===== src/include/lcc_defs.vh =====
// Constants for the lens cleaner command mailbox and flag block.
`ifndef LCC_DEFS_VH
`define LCC_DEFS_VH

// Book and page selection.
`define LCC_OFS_PAGE_SELECT 8'h00
`define LCC_OFS_BOOK_SELECT 8'h7F
`define LCC_BOOK_MAIN 8'h00
`define LCC_PAGE_CTRL 8'h00
`define LCC_PAGE_LATCH 8'h02
`define LCC_PAGE_USER 8'h1A

// Page 0 registers.
`define LCC_OFS_POWER_CONTROL 8'h02
`define LCC_PWR_ACTIVE 8'h00
`define LCC_PWR_SHUTDOWN 8'h02
`define LCC_OFS_INT_CLK_CFG 8'h30
`define LCC_INT_CLK_CFG_RESET 8'h01
`define LCC_INT_CLK_CFG_CLEAR_BIT 2

// Page 2 register and its latch bits.
`define LCC_OFS_LATCHED_INTS 8'h34
`define LCC_LATCH_DRV_FAULT_BIT 6
`define LCC_LATCH_DRV2_FAULT_BIT 7

// Page 0x1A words, each occupying four byte addresses, most significant first.
`define LCC_OFS_HOST_COMMAND 8'h58
`define LCC_OFS_CMD_PENDING 8'h5C
`define LCC_OFS_OPEN_LOAD 8'h60
`define LCC_OFS_OVER_POWER 8'h64
`define LCC_OFS_OVER_TEMP 8'h68
`define LCC_OFS_SYS_FAULT 8'h6C
`define LCC_OFS_UNDER_POWER 8'h70
`define LCC_OFS_THRESHOLDS 8'h74

// Command codes.
`define LCC_CMD_CLEAR_FLAGS 32'h0000000D
`define LCC_CMD_REINIT 32'h0000000E

// Threshold buffer reset values.
`define LCC_UPPER_POWER_RESET 8'hC0
`define LCC_LOWER_POWER_RESET 8'h20
`define LCC_OVER_TEMP_RESET 8'hA0
`define LCC_MIN_CURRENT_RESET 8'h10

// Timing.
`define LCC_CLK_MHZ 50
`define LCC_CMD_EXEC_TIME_US 5000

`endif


===== src/hw/lcc_command_flags.v =====
// Command mailbox, sticky flags and latched driver faults of the lens cleaner.
`timescale 1ns/1ps
`default_nettype none
`include "lcc_defs.vh"

module lcc_command_flags #(
	parameter [6:0] TARGET_ADDR = 7'h48,
	parameter integer CMD_EXEC_CYCLES = `LCC_CMD_EXEC_TIME_US * `LCC_CLK_MHZ,
	parameter integer CNT_W = 18
) (
	// Clock and reset.
	input wire sys_clk,
	input wire rst_b,
	// I2C pins, SDA open drain.
	input wire scl,
	input wire sdaIn,
	output wire sdaOut,
	output wire sdaOe,
	// Measurements from the drive path.
	input wire measValid,
	input wire [7:0] measPower,
	input wire [7:0] measCurrent,
	input wire [7:0] measTemp,
	// Diagnostic mode result.
	input wire diagDone,
	input wire diagMechFail,
	// External driver fault lines.
	input wire driverFault,
	input wire secondDriverFault,
	// Status to the rest of the device.
	output reg activeMode,
	output reg commandBusy,
	output reg reinitPulse
);

	// ****************************************
	// Register state
	// ****************************************

	reg [7:0] pageSelect; // Current page.
	reg [7:0] bookSelect; // Current book.
	reg [7:0] powerControl; // Power mode register.
	reg [7:0] intClkCfg; // Interrupt and clock configuration, bit 2 not stored.
	// Mailbox words of the user page.
	reg [31:0] hostCommand; // Command code written by the host.
	reg [31:0] commandPending; // Nonzero while a command is due or running.
	reg [31:0] runCode; // Code captured at launch.
	reg [7:0] regPtr; // Register pointer, auto-increments.
	reg [7:0] rdData; // Byte handed to the bus engine.
	reg [CNT_W-1:0] execCnt; // Cycles left in the running command.
	// Order: upper power, lower power, over temperature, minimum current.
	reg [7:0] bufThresh [0:3]; // Host-written threshold buffer.
	reg [7:0] opThresh [0:3]; // Operating thresholds in use.
	// Helpers of the combinational read path.
	reg [7:0] readByte; // Byte at the pointer, combinational.
	reg [31:0] wordSel; // Word containing the pointer, combinational.
	reg clearFwFlags; // One-cycle clear of the firmware flags.

	// Byte strobes and data from the bus engine; wrStrobe and rdReq last one cycle each.
	wire wrStrobe;
	wire wrFirst;
	wire [7:0] wrData;
	wire rdReq;
	// Pin drive, passed straight to the ports.
	wire sdaOutNet;
	wire sdaOeNet;
	wire [4:0] fwFlag; // Open load, over power, over temp, system fault, under power.
	wire [1:0] hwLatch; // Driver fault, second driver fault.

	// Decoding of the pointer into page and word.
	// Only book 0 maps registers beyond the two select bytes.
	wire inMainBook = (bookSelect == `LCC_BOOK_MAIN);
	wire onCtrlPage = inMainBook && (pageSelect == `LCC_PAGE_CTRL);
	wire onLatchPage = inMainBook && (pageSelect == `LCC_PAGE_LATCH);
	wire onUserPage = inMainBook && (pageSelect == `LCC_PAGE_USER);
	wire [7:0] wordAddr = {regPtr[7:2], 2'b00};
	wire [1:0] byteSel = regPtr[1:0];
	// A strobe, not a stored bit: the clear acts on the written byte.
	wire hwClear = wrStrobe && !wrFirst && onCtrlPage && (regPtr == `LCC_OFS_INT_CLK_CFG)
		&& wrData[`LCC_INT_CLK_CFG_CLEAR_BIT];
	// A command set in shutdown waits here until active mode.
	wire launch = (commandPending != 32'h00000000) && !commandBusy && activeMode;
	// The counter reads zero in the last busy cycle.
	wire execDone = commandBusy && (execCnt == {CNT_W{1'b0}});

	// ****************************************
	// Bus engine
	// ****************************************

	// The byte engine handles framing; this module owns the register map.
	// The address is a parameter so several blocks can share a bus.
	lcc_i2c_target #(
		.TARGET_ADDR(TARGET_ADDR)
	) u_target (
		.sys_clk(sys_clk),
		.rst_b(rst_b),
		.scl(scl),
		.sdaIn(sdaIn),
		.sdaOut(sdaOutNet),
		.sdaOe(sdaOeNet),
		.wrStrobe(wrStrobe),
		.wrFirst(wrFirst),
		.wrData(wrData),
		.rdReq(rdReq),
		.rdData(rdData)
	);

	// The enable is high while the block pulls the data line low.
	assign sdaOut = sdaOutNet;
	assign sdaOe = sdaOeNet;

	// ****************************************
	// Sticky flags
	// ****************************************

	// Firmware flags, cleared only by the clear command.
	// Comparisons are strict: a value at a threshold raises nothing.
	// Open load: current below the minimum.
	lcc_sticky_flag u_open_load (
		.sys_clk(sys_clk),
		.rst_b(rst_b),
		.setEvent(measValid && (measCurrent < opThresh[3])),
		.clearEvent(clearFwFlags),
		.flag(fwFlag[0])
	);

	// Over power: power above the upper threshold.
	lcc_sticky_flag u_over_power (
		.sys_clk(sys_clk),
		.rst_b(rst_b),
		.setEvent(measValid && (measPower > opThresh[0])),
		.clearEvent(clearFwFlags),
		.flag(fwFlag[1])
	);

	// Over temperature: lens cover above its threshold.
	lcc_sticky_flag u_over_temp (
		.sys_clk(sys_clk),
		.rst_b(rst_b),
		.setEvent(measValid && (measTemp > opThresh[2])),
		.clearEvent(clearFwFlags),
		.flag(fwFlag[2])
	);

	// System fault: diagnostic found a failed lens cover assembly.
	lcc_sticky_flag u_sys_fault (
		.sys_clk(sys_clk),
		.rst_b(rst_b),
		.setEvent(diagDone && diagMechFail),
		.clearEvent(clearFwFlags),
		.flag(fwFlag[3])
	);

	// Under power: power below the lower threshold.
	lcc_sticky_flag u_under_power (
		.sys_clk(sys_clk),
		.rst_b(rst_b),
		.setEvent(measValid && (measPower < opThresh[1])),
		.clearEvent(clearFwFlags),
		.flag(fwFlag[4])
	);

	// Hardware latches answer only to the configuration clear bit, never the command.
	lcc_sticky_flag u_drv_fault (
		.sys_clk(sys_clk),
		.rst_b(rst_b),
		.setEvent(driverFault),
		.clearEvent(hwClear),
		.flag(hwLatch[0])
	);

	// Unused by the present driver, kept for a second fault source.
	lcc_sticky_flag u_drv2_fault (
		.sys_clk(sys_clk),
		.rst_b(rst_b),
		.setEvent(secondDriverFault),
		.clearEvent(hwClear),
		.flag(hwLatch[1])
	);

	// ****************************************
	// Read multiplexer
	// ****************************************

	// Words are presented most significant byte first at the lowest address.
	always @* begin
		wordSel = 32'h00000000;
		readByte = 8'h00;
		if (onUserPage) begin
			case (wordAddr)
				`LCC_OFS_HOST_COMMAND: wordSel = hostCommand;
				`LCC_OFS_CMD_PENDING: wordSel = commandPending;
				`LCC_OFS_OPEN_LOAD: wordSel = {31'h0, fwFlag[0]};
				`LCC_OFS_OVER_POWER: wordSel = {31'h0, fwFlag[1]};
				`LCC_OFS_OVER_TEMP: wordSel = {31'h0, fwFlag[2]};
				`LCC_OFS_SYS_FAULT: wordSel = {31'h0, fwFlag[3]};
				`LCC_OFS_UNDER_POWER: wordSel = {31'h0, fwFlag[4]};
				`LCC_OFS_THRESHOLDS: wordSel = {bufThresh[0], bufThresh[1], bufThresh[2],
					bufThresh[3]};
				default: wordSel = 32'h00000000;
			endcase
			// The low pointer bits pick the byte within the word.
			case (byteSel)
				2'h0: readByte = wordSel[31:24];
				2'h1: readByte = wordSel[23:16];
				2'h2: readByte = wordSel[15:8];
				default: readByte = wordSel[7:0];
			endcase
		end
		// The page select sits at offset zero of every page and book.
		if (regPtr == `LCC_OFS_PAGE_SELECT) begin
			readByte = pageSelect;
		end else if (onCtrlPage) begin
			case (regPtr)
				`LCC_OFS_BOOK_SELECT: readByte = bookSelect;
				`LCC_OFS_POWER_CONTROL: readByte = powerControl;
				`LCC_OFS_INT_CLK_CFG: readByte = intClkCfg;
				default: readByte = 8'h00;
			endcase
		end else if (pageSelect == `LCC_PAGE_CTRL && regPtr == `LCC_OFS_BOOK_SELECT) begin
			readByte = bookSelect; // Lets the host return from another book.
		end else if (onLatchPage) begin
			// Besides the page select, only the latch register answers on this page.
			readByte = (regPtr == `LCC_OFS_LATCHED_INTS) ? {hwLatch, 6'h00} : 8'h00;
		end
	end

	// ****************************************
	// Register writes and command engine
	// ****************************************

	// Host writes and the command engine share one process so pending has one driver.
	always @(posedge sys_clk or negedge rst_b) begin
		if (!rst_b) begin
			// Wake in shutdown on page 0 of book 0.
			pageSelect <= 8'h00;
			bookSelect <= 8'h00;
			powerControl <= `LCC_PWR_SHUTDOWN;
			intClkCfg <= `LCC_INT_CLK_CFG_RESET;
			hostCommand <= 32'h00000000;
			commandPending <= 32'h00000000;
			runCode <= 32'h00000000;
			regPtr <= 8'h00;
			rdData <= 8'h00;
			execCnt <= {CNT_W{1'b0}};
			commandBusy <= 1'b0;
			reinitPulse <= 1'b0;
			clearFwFlags <= 1'b0;
			activeMode <= 1'b0;
			// Buffer and operating copies start equal, so no reload is due.
			bufThresh[0] <= `LCC_UPPER_POWER_RESET;
			bufThresh[1] <= `LCC_LOWER_POWER_RESET;
			bufThresh[2] <= `LCC_OVER_TEMP_RESET;
			bufThresh[3] <= `LCC_MIN_CURRENT_RESET;
			opThresh[0] <= `LCC_UPPER_POWER_RESET;
			opThresh[1] <= `LCC_LOWER_POWER_RESET;
			opThresh[2] <= `LCC_OVER_TEMP_RESET;
			opThresh[3] <= `LCC_MIN_CURRENT_RESET;
		end else begin
			reinitPulse <= 1'b0;
			clearFwFlags <= 1'b0;
			// Active mode follows the power register one cycle later.
			activeMode <= (powerControl == `LCC_PWR_ACTIVE);
			// Reads hand the byte over and move the pointer on.
			if (rdReq) begin
				rdData <= readByte;
				regPtr <= regPtr + 8'h01;
			end
			// The first byte of a write frame only moves the pointer.
			if (wrStrobe && wrFirst) begin
				regPtr <= wrData;
			end else if (wrStrobe) begin
				// Data bytes land at the pointer, which then moves on.
				regPtr <= regPtr + 8'h01;
				if (regPtr == `LCC_OFS_PAGE_SELECT) begin
					pageSelect <= wrData;
				end else if (pageSelect == `LCC_PAGE_CTRL && regPtr == `LCC_OFS_BOOK_SELECT) begin
					bookSelect <= wrData;
				end else if (onCtrlPage && regPtr == `LCC_OFS_POWER_CONTROL) begin
					powerControl <= wrData;
				end else if (onCtrlPage && regPtr == `LCC_OFS_INT_CLK_CFG) begin
					// The clear bit acts once and is not stored.
					intClkCfg <= wrData & ~(8'h01 << `LCC_INT_CLK_CFG_CLEAR_BIT);
				end else if (onUserPage && wordAddr == `LCC_OFS_HOST_COMMAND
					&& commandPending == 32'h00000000) begin
					// Frozen while a command waits or runs, so it finishes as launched.
					hostCommand[8*(3-byteSel) +: 8] <= wrData;
				end else if (onUserPage && wordAddr == `LCC_OFS_CMD_PENDING && !commandBusy) begin
					// Blocked while busy, so a late write cannot undo completion.
					commandPending[8*(3-byteSel) +: 8] <= wrData;
				end else if (onUserPage && wordAddr == `LCC_OFS_THRESHOLDS) begin
					// Buffered only; operating values change on reinitialise.
					bufThresh[byteSel] <= wrData;
				end
			end
			// Launch only on a set pending word and only in active mode.
			if (launch) begin
				commandBusy <= 1'b1;
				// Captured here, so later writes cannot change the result.
				runCode <= hostCommand;
				execCnt <= CMD_EXEC_CYCLES[CNT_W-1:0] - {{(CNT_W-1){1'b0}}, 1'b1};
			end else if (execDone) begin
				commandBusy <= 1'b0;
				commandPending <= 32'h00000000;
				// Unknown codes finish with no side effect.
				if (runCode == `LCC_CMD_REINIT) begin
					opThresh[0] <= bufThresh[0];
					opThresh[1] <= bufThresh[1];
					opThresh[2] <= bufThresh[2];
					opThresh[3] <= bufThresh[3];
					reinitPulse <= 1'b1;
				end else if (runCode == `LCC_CMD_CLEAR_FLAGS) begin
					clearFwFlags <= 1'b1;
				end
			end else if (commandBusy) begin
				// Count down towards completion.
				execCnt <= execCnt - {{(CNT_W-1){1'b0}}, 1'b1};
			end
		end
	end

endmodule // lcc_command_flags

`default_nettype wire


===== src/hw/lcc_i2c_target.v =====
// Byte-level I2C target: turns bus traffic into write strobes and read requests.
`timescale 1ns/1ps
`default_nettype none

module lcc_i2c_target #(
	parameter [6:0] TARGET_ADDR = 7'h48
) (
	// Clock and reset.
	input wire sys_clk,
	input wire rst_b,
	// Bus pins, SDA open drain.
	input wire scl,
	input wire sdaIn,
	output reg sdaOut,
	output reg sdaOe,
	// Byte side.
	output reg wrStrobe,
	output reg wrFirst,
	output reg [7:0] wrData,
	output reg rdReq,
	input wire [7:0] rdData
);

	// ****************************************
	// Bus states
	// ****************************************

	localparam [2:0] ST_IDLE = 3'h0;
	localparam [2:0] ST_ADDR = 3'h1;
	localparam [2:0] ST_ADDR_ACK = 3'h2;
	localparam [2:0] ST_RECV = 3'h3;
	localparam [2:0] ST_RECV_ACK = 3'h4;
	localparam [2:0] ST_SEND = 3'h5;
	localparam [2:0] ST_SEND_ACK = 3'h6;
	localparam [2:0] ST_SEND_LOAD = 3'h7;

	reg sclPrev; // SCL one cycle ago.
	reg sdaPrev; // SDA one cycle ago.
	reg [2:0] state; // Bus state.
	reg [2:0] bitCnt; // Bit within the byte, wraps after eight.
	reg [7:0] shiftReg; // Byte being shifted.
	reg isRead; // Transfer direction from the address byte.
	reg firstPending; // Next written byte is the register pointer.

	wire sclRise = ~sclPrev & scl;
	wire sclFall = sclPrev & ~scl;
	wire startCond = sclPrev & scl & sdaPrev & ~sdaIn;
	wire stopCond = sclPrev & scl & ~sdaPrev & sdaIn;
	wire [7:0] nextShift = {shiftReg[6:0], sdaIn};

	// ****************************************
	// Bus engine
	// ****************************************

	// Start and stop win over any byte in progress, matching bus recovery practice.
	always @(posedge sys_clk or negedge rst_b) begin
		if (!rst_b) begin
			sclPrev <= 1'b1;
			sdaPrev <= 1'b1;
			state <= ST_IDLE;
			bitCnt <= 3'h0;
			shiftReg <= 8'h00;
			isRead <= 1'b0;
			firstPending <= 1'b0;
			sdaOut <= 1'b0;
			sdaOe <= 1'b0;
			wrStrobe <= 1'b0;
			wrFirst <= 1'b0;
			wrData <= 8'h00;
			rdReq <= 1'b0;
		end else begin
			sclPrev <= scl;
			sdaPrev <= sdaIn;
			sdaOut <= 1'b0;
			wrStrobe <= 1'b0;
			rdReq <= 1'b0;
			if (startCond) begin
				state <= ST_ADDR;
				bitCnt <= 3'h0;
				sdaOe <= 1'b0;
			end else if (stopCond) begin
				state <= ST_IDLE;
				sdaOe <= 1'b0;
			end else begin
				case (state)
					ST_ADDR: if (sclRise) begin
						shiftReg <= nextShift;
						bitCnt <= bitCnt + 3'h1;
						if (bitCnt == 3'h7) begin
							if (nextShift[7:1] == TARGET_ADDR) begin
								state <= ST_ADDR_ACK;
								isRead <= nextShift[0];
								firstPending <= 1'b1;
								rdReq <= nextShift[0];
							end else begin
								state <= ST_IDLE;
							end
						end
					end
					ST_ADDR_ACK: if (sclFall) begin
						if (!sdaOe) begin
							sdaOe <= 1'b1;
						end else if (isRead) begin
							state <= ST_SEND;
							shiftReg <= rdData;
							sdaOe <= ~rdData[7];
						end else begin
							state <= ST_RECV;
							sdaOe <= 1'b0;
						end
					end
					ST_RECV: if (sclRise) begin
						shiftReg <= nextShift;
						bitCnt <= bitCnt + 3'h1;
						if (bitCnt == 3'h7) begin
							wrStrobe <= 1'b1;
							wrData <= nextShift;
							wrFirst <= firstPending;
							firstPending <= 1'b0;
							state <= ST_RECV_ACK;
						end
					end
					ST_RECV_ACK: if (sclFall) begin
						if (!sdaOe) begin
							sdaOe <= 1'b1;
						end else begin
							sdaOe <= 1'b0;
							state <= ST_RECV;
						end
					end
					ST_SEND: if (sclFall) begin
						bitCnt <= bitCnt + 3'h1;
						shiftReg <= {shiftReg[6:0], 1'b0};
						if (bitCnt == 3'h7) begin
							sdaOe <= 1'b0;
							state <= ST_SEND_ACK;
						end else begin
							sdaOe <= ~shiftReg[6];
						end
					end
					ST_SEND_ACK: if (sclRise) begin
						if (sdaIn) begin
							state <= ST_IDLE;
						end else begin
							rdReq <= 1'b1;
							state <= ST_SEND_LOAD;
						end
					end
					ST_SEND_LOAD: if (sclFall) begin
						shiftReg <= rdData;
						sdaOe <= ~rdData[7];
						state <= ST_SEND;
					end
					default: begin
						state <= ST_IDLE;
					end
				endcase
			end
		end
	end

endmodule // lcc_i2c_target

`default_nettype wire


===== src/hw/lcc_sticky_flag.v =====
// Sticky flag cell: set by an event, held until cleared, set wins over clear.
`timescale 1ns/1ps
`default_nettype none

module lcc_sticky_flag (
	// Clock and reset.
	input wire sys_clk,
	input wire rst_b,
	// Event and clear.
	input wire setEvent,
	input wire clearEvent,
	// Held flag.
	output reg flag
);

	// ****************************************
	// Flag storage
	// ****************************************

	// An event in the same cycle as a clear survives, so nothing is lost.
	always @(posedge sys_clk or negedge rst_b) begin
		if (!rst_b) begin
			flag <= 1'b0;
		end else if (setEvent) begin
			flag <= 1'b1;
		end else if (clearEvent) begin
			flag <= 1'b0;
		end
	end

endmodule // lcc_sticky_flag

`default_nettype wire


===== config.mk =====
export PLATFORM = sky130hd
export DESIGN_NAME = lcc_command_flags
export DESIGN_NICKNAME = d
export VERILOG_FILES = /design/src/hw/lcc_command_flags.v /design/src/hw/lcc_i2c_target.v /design/src/hw/lcc_sticky_flag.v
export VERILOG_INCLUDE_DIRS = /design/src /design/src/include
export SDC_FILE = /design/constraint.sdc
export NUM_CORES = 1
export LEC_CHECK = 0
export BUFFER_PORTS_ARGS = -buffer_cell sky130_fd_sc_hd__buf_2
export CAP_MARGIN = 25
export CORE_MARGIN = 5
export CORE_UTILIZATION = 42
export DETAILED_ROUTE_END_ITERATION = 6
export REMOVE_ABC_BUFFERS = 1
export SLEW_MARGIN = 20
export SYNTH_ARGS = -nofsm -noshare
export SYNTH_HDL_FRONTEND = slang
export SYNTH_SLANG_ARGS = --single-unit

===== constraint.sdc =====
create_clock -name sys_clk -period 4.2 [get_ports sys_clk]
set_clock_uncertainty 0.2 [all_clocks]
set_input_delay 0.42 -clock sys_clk [delete_from_list [all_inputs] [get_ports sys_clk]]
set_output_delay 0.42 -clock sys_clk [all_outputs]
set_load 0.01 [all_outputs]

# After elaboration in Yosys (flattened, before gate mapping)
# Index checks and enable logic that the tools add are counted.
# Widths: inputs -> output; s select.
# word_totals
reg_bits	265
in_bits	33
output_inout_bits	5
wordCells	305
# op_classes
n_addsub	5
magnitude_cmp	6
n_eq_ne	54
n_shift	2
muxes	108
n_bitwise	24
reduce_logical	65
# ops
cell	count
$mux 32	10
$pmux 32 s8	1
$bwmux 32	3
$mux 8	10
$eq 32x4->1 const B	2
$mux 3	20
$mux 18	3
$eq 6x5->1 const B	8
$ne 4x1->1 const B	12
$pmux 8 s3	2
$mux 1	45
$mux 7	6
$neg 32->34	1
$shift 8x34->32 const A	1
$shiftx 8x34->32	1
$logic_not 32->1	1
$logic_not 8->1	4
$reduce_bool 32->1	1
$pmux 7 s4	1
$logic_and 1x1->1	25
$ne 2x1->1 const B	12
$pmux 3 s7	1
$reduce_bool 2->1	10
$logic_not 18->1	1
other kinds (43)	83

# Longest topological paths before layout
# Gate-level depths: netlist (run 1).
# logic_depth
depth_word	14
depth_mapped	10
ltp_nobuf	8

# By module
# From an unflattened synthesis (run 1), not the netlist that was laid out.
# hier_totals
cells_unflattened	1192
hier_area_um2	13399.1
# modules_own_cells
module	n_inst	cells_per_inst	area_per_inst_um2	seq_area_each_um2
lcc_command_flags	1	1004	11589.9	5748.0
lcc_i2c_target	1	167	1555.2	728.2
lcc_sticky_flag	7	3	36.3	25.0

# Least setup slack after synthesis (run 1)
# OpenSTA, ideal clock, no wires.
# synth_timing
kind	reg2reg
from	register regPtr[0]
to	register bufThresh[10] in the netlist's numbering
setup_ns	0.125
t_arrival_ns	2.705
required_time_ns	3.875
slack_ns	1.170
path_stages_with_launch	11
n_path_buf	2
cell_sequence	dfrtp_1 > inv_1 > ha_1 > clkbuf_1 > nor3b_1 > a21bo_2 > or2_1 > clkbuf_1 > nor4_2 > nand2_1 > mux2_2
# synth_between
elab_chain_len	6
word_cells_on_any_way	19
# synth_lines
item	line	rtl
start, declared	lcc_command_flags.v:48	reg [7:0] regPtr;
start signal, assigned	lcc_command_flags.v:267	regPtr <= regPtr + 8'h01;
start signal, assigned	lcc_command_flags.v:271	regPtr <= wrData;
start signal, assigned	lcc_command_flags.v:274	regPtr <= regPtr + 8'h01;
$not 2->3 (not written as such)	lcc_command_flags.v:293	bufThresh[byteSel] <= wrData;
$ge 3x3->1 (not written as such) / $lt 3x1->1 (equally long branches)	lcc_command_flags.v:293	
$logic_and 1x1->1 (not written as such)	lcc_command_flags.v:293	
$mux 8 (not written as such)	lcc_command_flags.v:293	
$demux 8 s2	lcc_command_flags.v:293	
$bwmux 32	lcc_command_flags.v:293	
end signal, assigned by index	lcc_command_flags.v:293	
end, declared	lcc_command_flags.v:52	reg [7:0] bufThresh [0:3];
# Several ways; a longest one is shown, not always the timed one.
# A chain may end at the register's enable or synchronous reset.

# Worst setup path in the final report (run 1)
# layout_timing
from	register regPtr[0]
to	register bufThresh[14] in the netlist's numbering
# The elaborated chain is that of the path after synthesis.

==> results of run 1 <==
[area by class of cell]
| type | instances | area [um^2] | area share, % |
|---|---|---|---|
| Sequential cell | 265 | 6650 | 43.5 |
| Multi-Input combinational cell | 927 | 6460 | 42.2 |
| Clock buffer | 41 | 821 | 5.37 |
| Tap cell | 442 | 553 | 3.62 |
| Timing Repair Buffer | 60 | 420 | 2.75 |
| Inverter | 76 | 285 | 1.87 |
| Clock inverter | 13 | 101 | 0.663 |
[Yosys cell counts (6+ instances only)]
library cell / instances / area [um^2]
clkbuf_1: 54 / 203
nor2_1: 54 / 203
nor3_1: 26 / 130
a211oi_1: 9 / 67.6
and2_1: 12 / 75.1
mux2i_1: 32 / 320
mux2_4: 30 / 450
a31oi_1: 13 / 81.3
nand2b_1: 15 / 93.8
and3_1: 18 / 113
nand3_1: 47 / 235
dfstp_2: 16 / 420
nand4_1: 13 / 81.3
a22oi_1: 13 / 97.6
a221oi_1: 8 / 70.1
a21o_1: 6 / 45.0
a222oi_1: 10 / 100
o21ai_0: 68 / 340
or3_1: 8 / 50.1
dfrtp_1: 249 / 6230
mux2_2: 84 / 946
nand3b_1: 9 / 67.6
nor4_1: 24 / 150
a21oi_1: 74 / 370
inv_1: 76 / 285
a22o_1: 21 / 184
nand2_1: 174 / 653
o31ai_1: 7 / 52.6
ha_1: 40 / 500
or4_1: 13 / 97.6
o22ai_1: 9 / 56.3
nor2b_1: 9 / 56.3
[sequential cells by signal, summed over array words and instances (netlist names), 18 cells and up]
signal          count
bufThresh          32
commandPending     32
execCnt            18
hostCommand        32
opThresh           32
runCode            32
[through the flow]
stage / std cells / setup slack [ns]
after floorplan: 1268 / 0.666
after global placement: 1761 / 0.808
after detailed placement: 1761 / 0.795
after CTS: 1822 / 0.787
after global routing: 1824 / 0.541
final: 1824 / 0.773
[critical path, cell delays in order, from the launching register on]
cell	delay, ns
dfrtp_1	0.61
inv_1	0.19
ha_1	0.26
nor3b_1	0.18
a21bo_2	0.24
or2_1	0.34
nor4_2	0.54
nand2_1	0.35
mux2_2	0.39
[report_power, final]
group          total [mW]  switching (mW)  leakage (nW)  internal, mW
combinational        1.03           0.681          2.95         0.352
clock                2.47            1.05         0.452          1.42
sequential           2.86           0.196          3.57          2.67
total                6.37            1.92          6.98          4.44
[per-layer routing]
layer  wire [um]  share of wire (%)  vias to the layer above
li1            -                  -                     4862
met1       16500                 44                     5173
met2       17300                 46                      352
met3        2390                6.4                       90
met4        1360                3.6                        0
met5           0                  0                        -
[logic make-up after synthesis]
family	after synthesis	synth area share [%]
muxes	146	12.6
and+or+nand+nor	457	17.0
AOI/OAI and AO/OA	276	13.4
xor gates and xnor gates	7	0.449
DFF	265	48.8
adders and majority gates	40	3.67
other	1	0.0275
buffers and inverters	141	4.15
[what timing repair did]
action	4_1_cts	5_1_grt
hold buffers	7	0
hold endpoints to repair	94	0
setup endpoints to repair	0	0
[worst paths after layout]
kind                       depth (start not counted)       start                end
setup / recovery                                   8   regPtr[0]      bufThresh[14]
hold / removal                                     3   measValid  u_over_power.flag
setup reg to reg                                   8   regPtr[0]      bufThresh[14]
hold reg to reg                                    1  runCode[1]       clearFwFlags
max in group asynchronous                          3       rst_b         execCnt[1]
min in group asynchronous                          2       rst_b         execCnt[7]
==> metrics.txt, run 1 <==
outcome completed; routability cong. 0.949; Die ar. roughly 36000 um^2; row cnt between 60 and 70; crit path DAT roughly 3.7 ns; fraction of layout cells with a size suffix above 1 18.9%; synthesized flop and latch total about 270; # resized after CTS 0; Yosys cell types a little under 80; met1 Usage GRT 29.3%; final net count 1432; Overall Global Routing Usage just over 20%; Die Height approximately 190 um; Post-synth EDFFs 0; Port Buffer Count 36; core region area ~32000 um^2; Pwr per Cell Area roughly 420 nW/um^2; Root Driver clkbuf_16; placed cell area around 14000 um^2; area growth from synthesis to layout 12.1%; Final Hold Fails 0; post-layout util roughly 47%; post-DP HPWL 26100 um; worst min path class in2reg; largest net degree at the start of global routing a little over 100; Crit Path Category reg2reg; Post-Syn Area per Cell around 10 um^2; ys async rst share between 90% and 100%; Cells after Synth between 1000 and 1500; commonest non-fill, non-tap cells in the layout 249 x dfrtp_1, 173 x nand2_1, 84 x mux2_2, 76 x inv_1, 74 x a21oi_1; Max Cap Viol 0; WP data required 4.43 ns; Max-slew headroom between 20 and 30%; startpoint types flop; RSZ-0062 raised after global routing false; Routed Antenna Nets 0; DRT Wirelength 37500 um; Clock Latency Late Sink roughly 0.56 ns; Starting Density a little over two fifths; clock sink count ~270; post-synthesis cell area roughly 14000 um^2; final hold slack a little under 0.04 ns; first-pass GRT wire length 59700 um; TNS Setup 0 ns; initial antenna violation count 0; deepest clock path buffer count 3; Reg2Reg Setup Slack about 0.77 ns; drt drc 0; GR Util met2 about 33%; Vias per Instance 5.74; final setup violation count 0; fraction of the cycle the final worst path needs between 80% and 90%; fillers 3003; post-CTS setup buffers 0; most common cell after layout, fill and taps aside dfrtp_1; Wirelength per Cell slightly above 20 um; gr busiest metal met2; total CTS buffers 29; Max Fclk just under 300 MHz; H-Tree Depth 1; n_diodes 0; maximum vdd ir drop ~400 uV; via count around 10000; Power Total roughly 6.4 mW; First-pass DRT Iterations 6; Layout Cell Area excl Fill 15300 um^2; GR Util met3 approximately 3%; Primary FF master, synth dfrtp_1; CTS tree yes; Overflow after GRT 0; DR iter-0 viols slightly above 900; LEAKAGE roughly 7.0 nW; Die Wd ~190 um; sequential fraction of the synthesis area 48.8%; vias in the first global route 10400; I/O Pins 38; Ys Warns 0; minimum clock period between 3 and 4 ns; register clock-pin slew on the reported worst setup and hold paths 0.06 ns; Max FO, Critical Path 12; pin slew with the least headroom to its limit approximately 1.1 ns; endpoint class of the critical path flop; Final Slew Violations 0
Note: power is estimated with default switching activity, not from simulation.
==> run 2, diff against run 1 <==
==> constraint.sdc (replaced) <==
create_clock -name sys_clk -period 3.35 [get_ports sys_clk]
set_clock_uncertainty 0.2 [all_clocks]
set_input_delay 0.335 -clock sys_clk [delete_from_list [all_inputs] [get_ports sys_clk]]
set_output_delay 0.335 -clock sys_clk [all_outputs]
set_load 0.01 [all_outputs]
==> metrics.txt, run 2 (synthesis gave the netlist of run 1 again) <==
outcome completed; Reg power frac 43.1% (-1.9 points); pin slew with the least headroom to its limit 1.04 ns (-0.0740 ns); hold_sp measPower[5]; initial antenna violation count 0 (unchanged); DR iter-0 viols 1087 (+18%); Wirelength per Cell 20.3 um (-1.6%); fraction of the cycle the final worst path needs 90.6% (+9.0 points); most common cell after layout, fill and taps aside dfrtp_1; Die ar. 36200 um^2 (unchanged); Max Cap Viol 0 (unchanged); sw power 2.40 mW (+24%); RSZ-0062 raised after global routing false; Switching Share 28.9% (-1.4 points); worst min path class in2reg; Max Fclk 330 MHz (+13%); worst reg2reg path depth 6 (-2); placed cell area 14500 um^2 (+1.9%); worst reg2reg path startpoint execCnt[11]; Die Height 190 um (unchanged); row cnt 66 (unchanged); largest net degree at the start of global routing 102 (unchanged); H-Tree Depth 1 (unchanged); Clock Latency Late Sink 0.55 ns (about the same); Final Hold Fails 0 (unchanged); startpoint types flop; post-DP HPWL 26500 um (+1.4%); Worst Setup EP opThresh[3]; area growth from synthesis to layout 14.4%; Die Wd 190 um (unchanged); drt drc 0 (unchanged); Logic pwr share 16.4% (+0.2 points); final setup violation count 0 (unchanged); Overall Global Routing Usage 20.9% (+0.19 points); clock sink count 265 (unchanged); commonest non-fill, non-tap cells in the layout 249 x dfrtp_1, 173 x nand2_1, 84 x mux2_2, 76 x inv_1, 74 x a21oi_1; first-pass GRT wire length 60500 um (+1.4%); Reg2Reg Setup Slack 0.32 ns (-0.46 ns); Final Slew Violations 0 (unchanged); Max-slew headroom 30.5% (+4.9 points); Routed Antenna Nets 0 (unchanged); routability cong. 0.950 (+0.16%); core region area 32300 um^2 (unchanged); fraction of layout cells with a size suffix above 1 20.2% (+1.3 points); internal power 5.90 mW (+33%); via count 10500 (+0.057%); register clock-pin slew on the reported worst setup and hold paths 0.06 ns (about the same); Port Buffer Count 36 (unchanged); Vias per Instance 5.66 (-1.5%); final net count 1462 (+2.1%); worst setup path start execCnt[11]; n_diodes 0 (unchanged); endpoint class of the critical path flop; gr busiest metal met2; Overflow after GRT 0 (unchanged); WP data required 3.58 ns (-0.85 ns); CTS tree yes; Pwr per Cell Area 531 nW/um^2 (+28%); maximum vdd ir drop 433 uV (+9.7%); I/O Pins 38 (unchanged); clock share of power 40.5% (+1.7 points); vias in the first global route 10500 (+1.3%); First-pass DRT Iterations 7 (+1); post-CTS setup buffers 0 (unchanged); post-layout util 48.3% (+0.98 points); Root Driver clkbuf_16; deepest clock path buffer count 3 (unchanged); Starting Density 42.2% (unchanged); Crit Path Category reg2reg; crit path DAT 3.26 ns (-0.40 ns); Max FO, Critical Path 32 (+20); LEAKAGE 7.17 nW (+2.8%); GR Util met2 34.1% (+0.80 points); DRT Wirelength 37500 um (about the same); GR Util met3 2.64% (-0.35 points); met1 Usage GRT 29.6% (+0.32 points); r2r endpoint opThresh[3]; Layout Cell Area excl Fill 15600 um^2 (+2.1%); total CTS buffers 28 (-3.4%); # resized after CTS 0 (unchanged); minimum clock period 3.03 ns (-0.393 ns)
## run 2: per-stage QoR
stage / cells / TNS (ns) / setup slack [ns] / power (mW) / hold WS [ns]
5_1_grt: 1852 / 0 / 0.0984 / 8.70 / 0.0677
4_1_cts: 1851 / 0 / 0.320 / 8.35 / 0.0230
6_report: 1852 / 0 / 0.316 / 8.29 / 0.0365
2_1_floorplan: 1268 / -3.22 / -0.184 / 4.37 / -0.161
3_3_place_gp: 1791 / 0 / 0.364 / 4.94 / 0.246
3_5_place_dp: 1791 / 0 / 0.329 / 4.95 / 0.249
## run 2: cell type report
type	instances	area, um^2
Clock buffer	37	766
Clock inverter	14	225
Fill cell	2984	16700
Inverter	76	285
Multi-Input combinational cell	927	6440
Sequential cell	265	6650
Tap cell	442	553
Timing Repair Buffer	91	686
## run 2: worst min path at each step
| stage | end | slack, ns | depth (start not counted) |
|---|---|---|---|
| 2_1_floorplan | activeMode | -0.16 | 0 |
| 3_3_place_gp | clearFwFlags | 0.25 | 1 |
| 3_5_place_dp | clearFwFlags | 0.25 | 1 |
| 4_1_cts | u_open_load.flag | 0.02 | 4 |
| 5_1_grt | u_under_power.flag | 0.07 | 4 |
| 6_report | u_under_power.flag | 0.04 | 4 |
## run 2: repair_timing
action,4_1_cts,5_1_grt
hold endpoints to repair,100,0
endpoints found under the setup margin,0,0
hold buffers,9,0
## run 2: power by group through the flow
stage,sequential [mW],clock [mW],combinational [mW]
6_report,3.57,3.36,1.36
5_1_grt,3.60,3.58,1.52
4_1_cts,3.57,3.44,1.34
3_5_place_dp,3.63,0,1.33
3_3_place_gp,3.63,0,1.32
2_1_floorplan,3.55,0,0.824
## run 2: routing by layer
metal,vias to the layer above,wire length (um),share of wire (%)
li1,4921,-,-
met1,5143,16600,44
met2,336,17600,47
met3,83,2130,5.7
met4,0,1140,3.0
met5,-,0,0
## run 2: critical path, stage by stage (launching register included)
cell,delay (ns)
dfrtp_1,0.42
or4_1,0.63
nor3_2,0.21
nand3_2,0.16
or4_2,0.72
buf_12,0.21
mux2_4,0.33
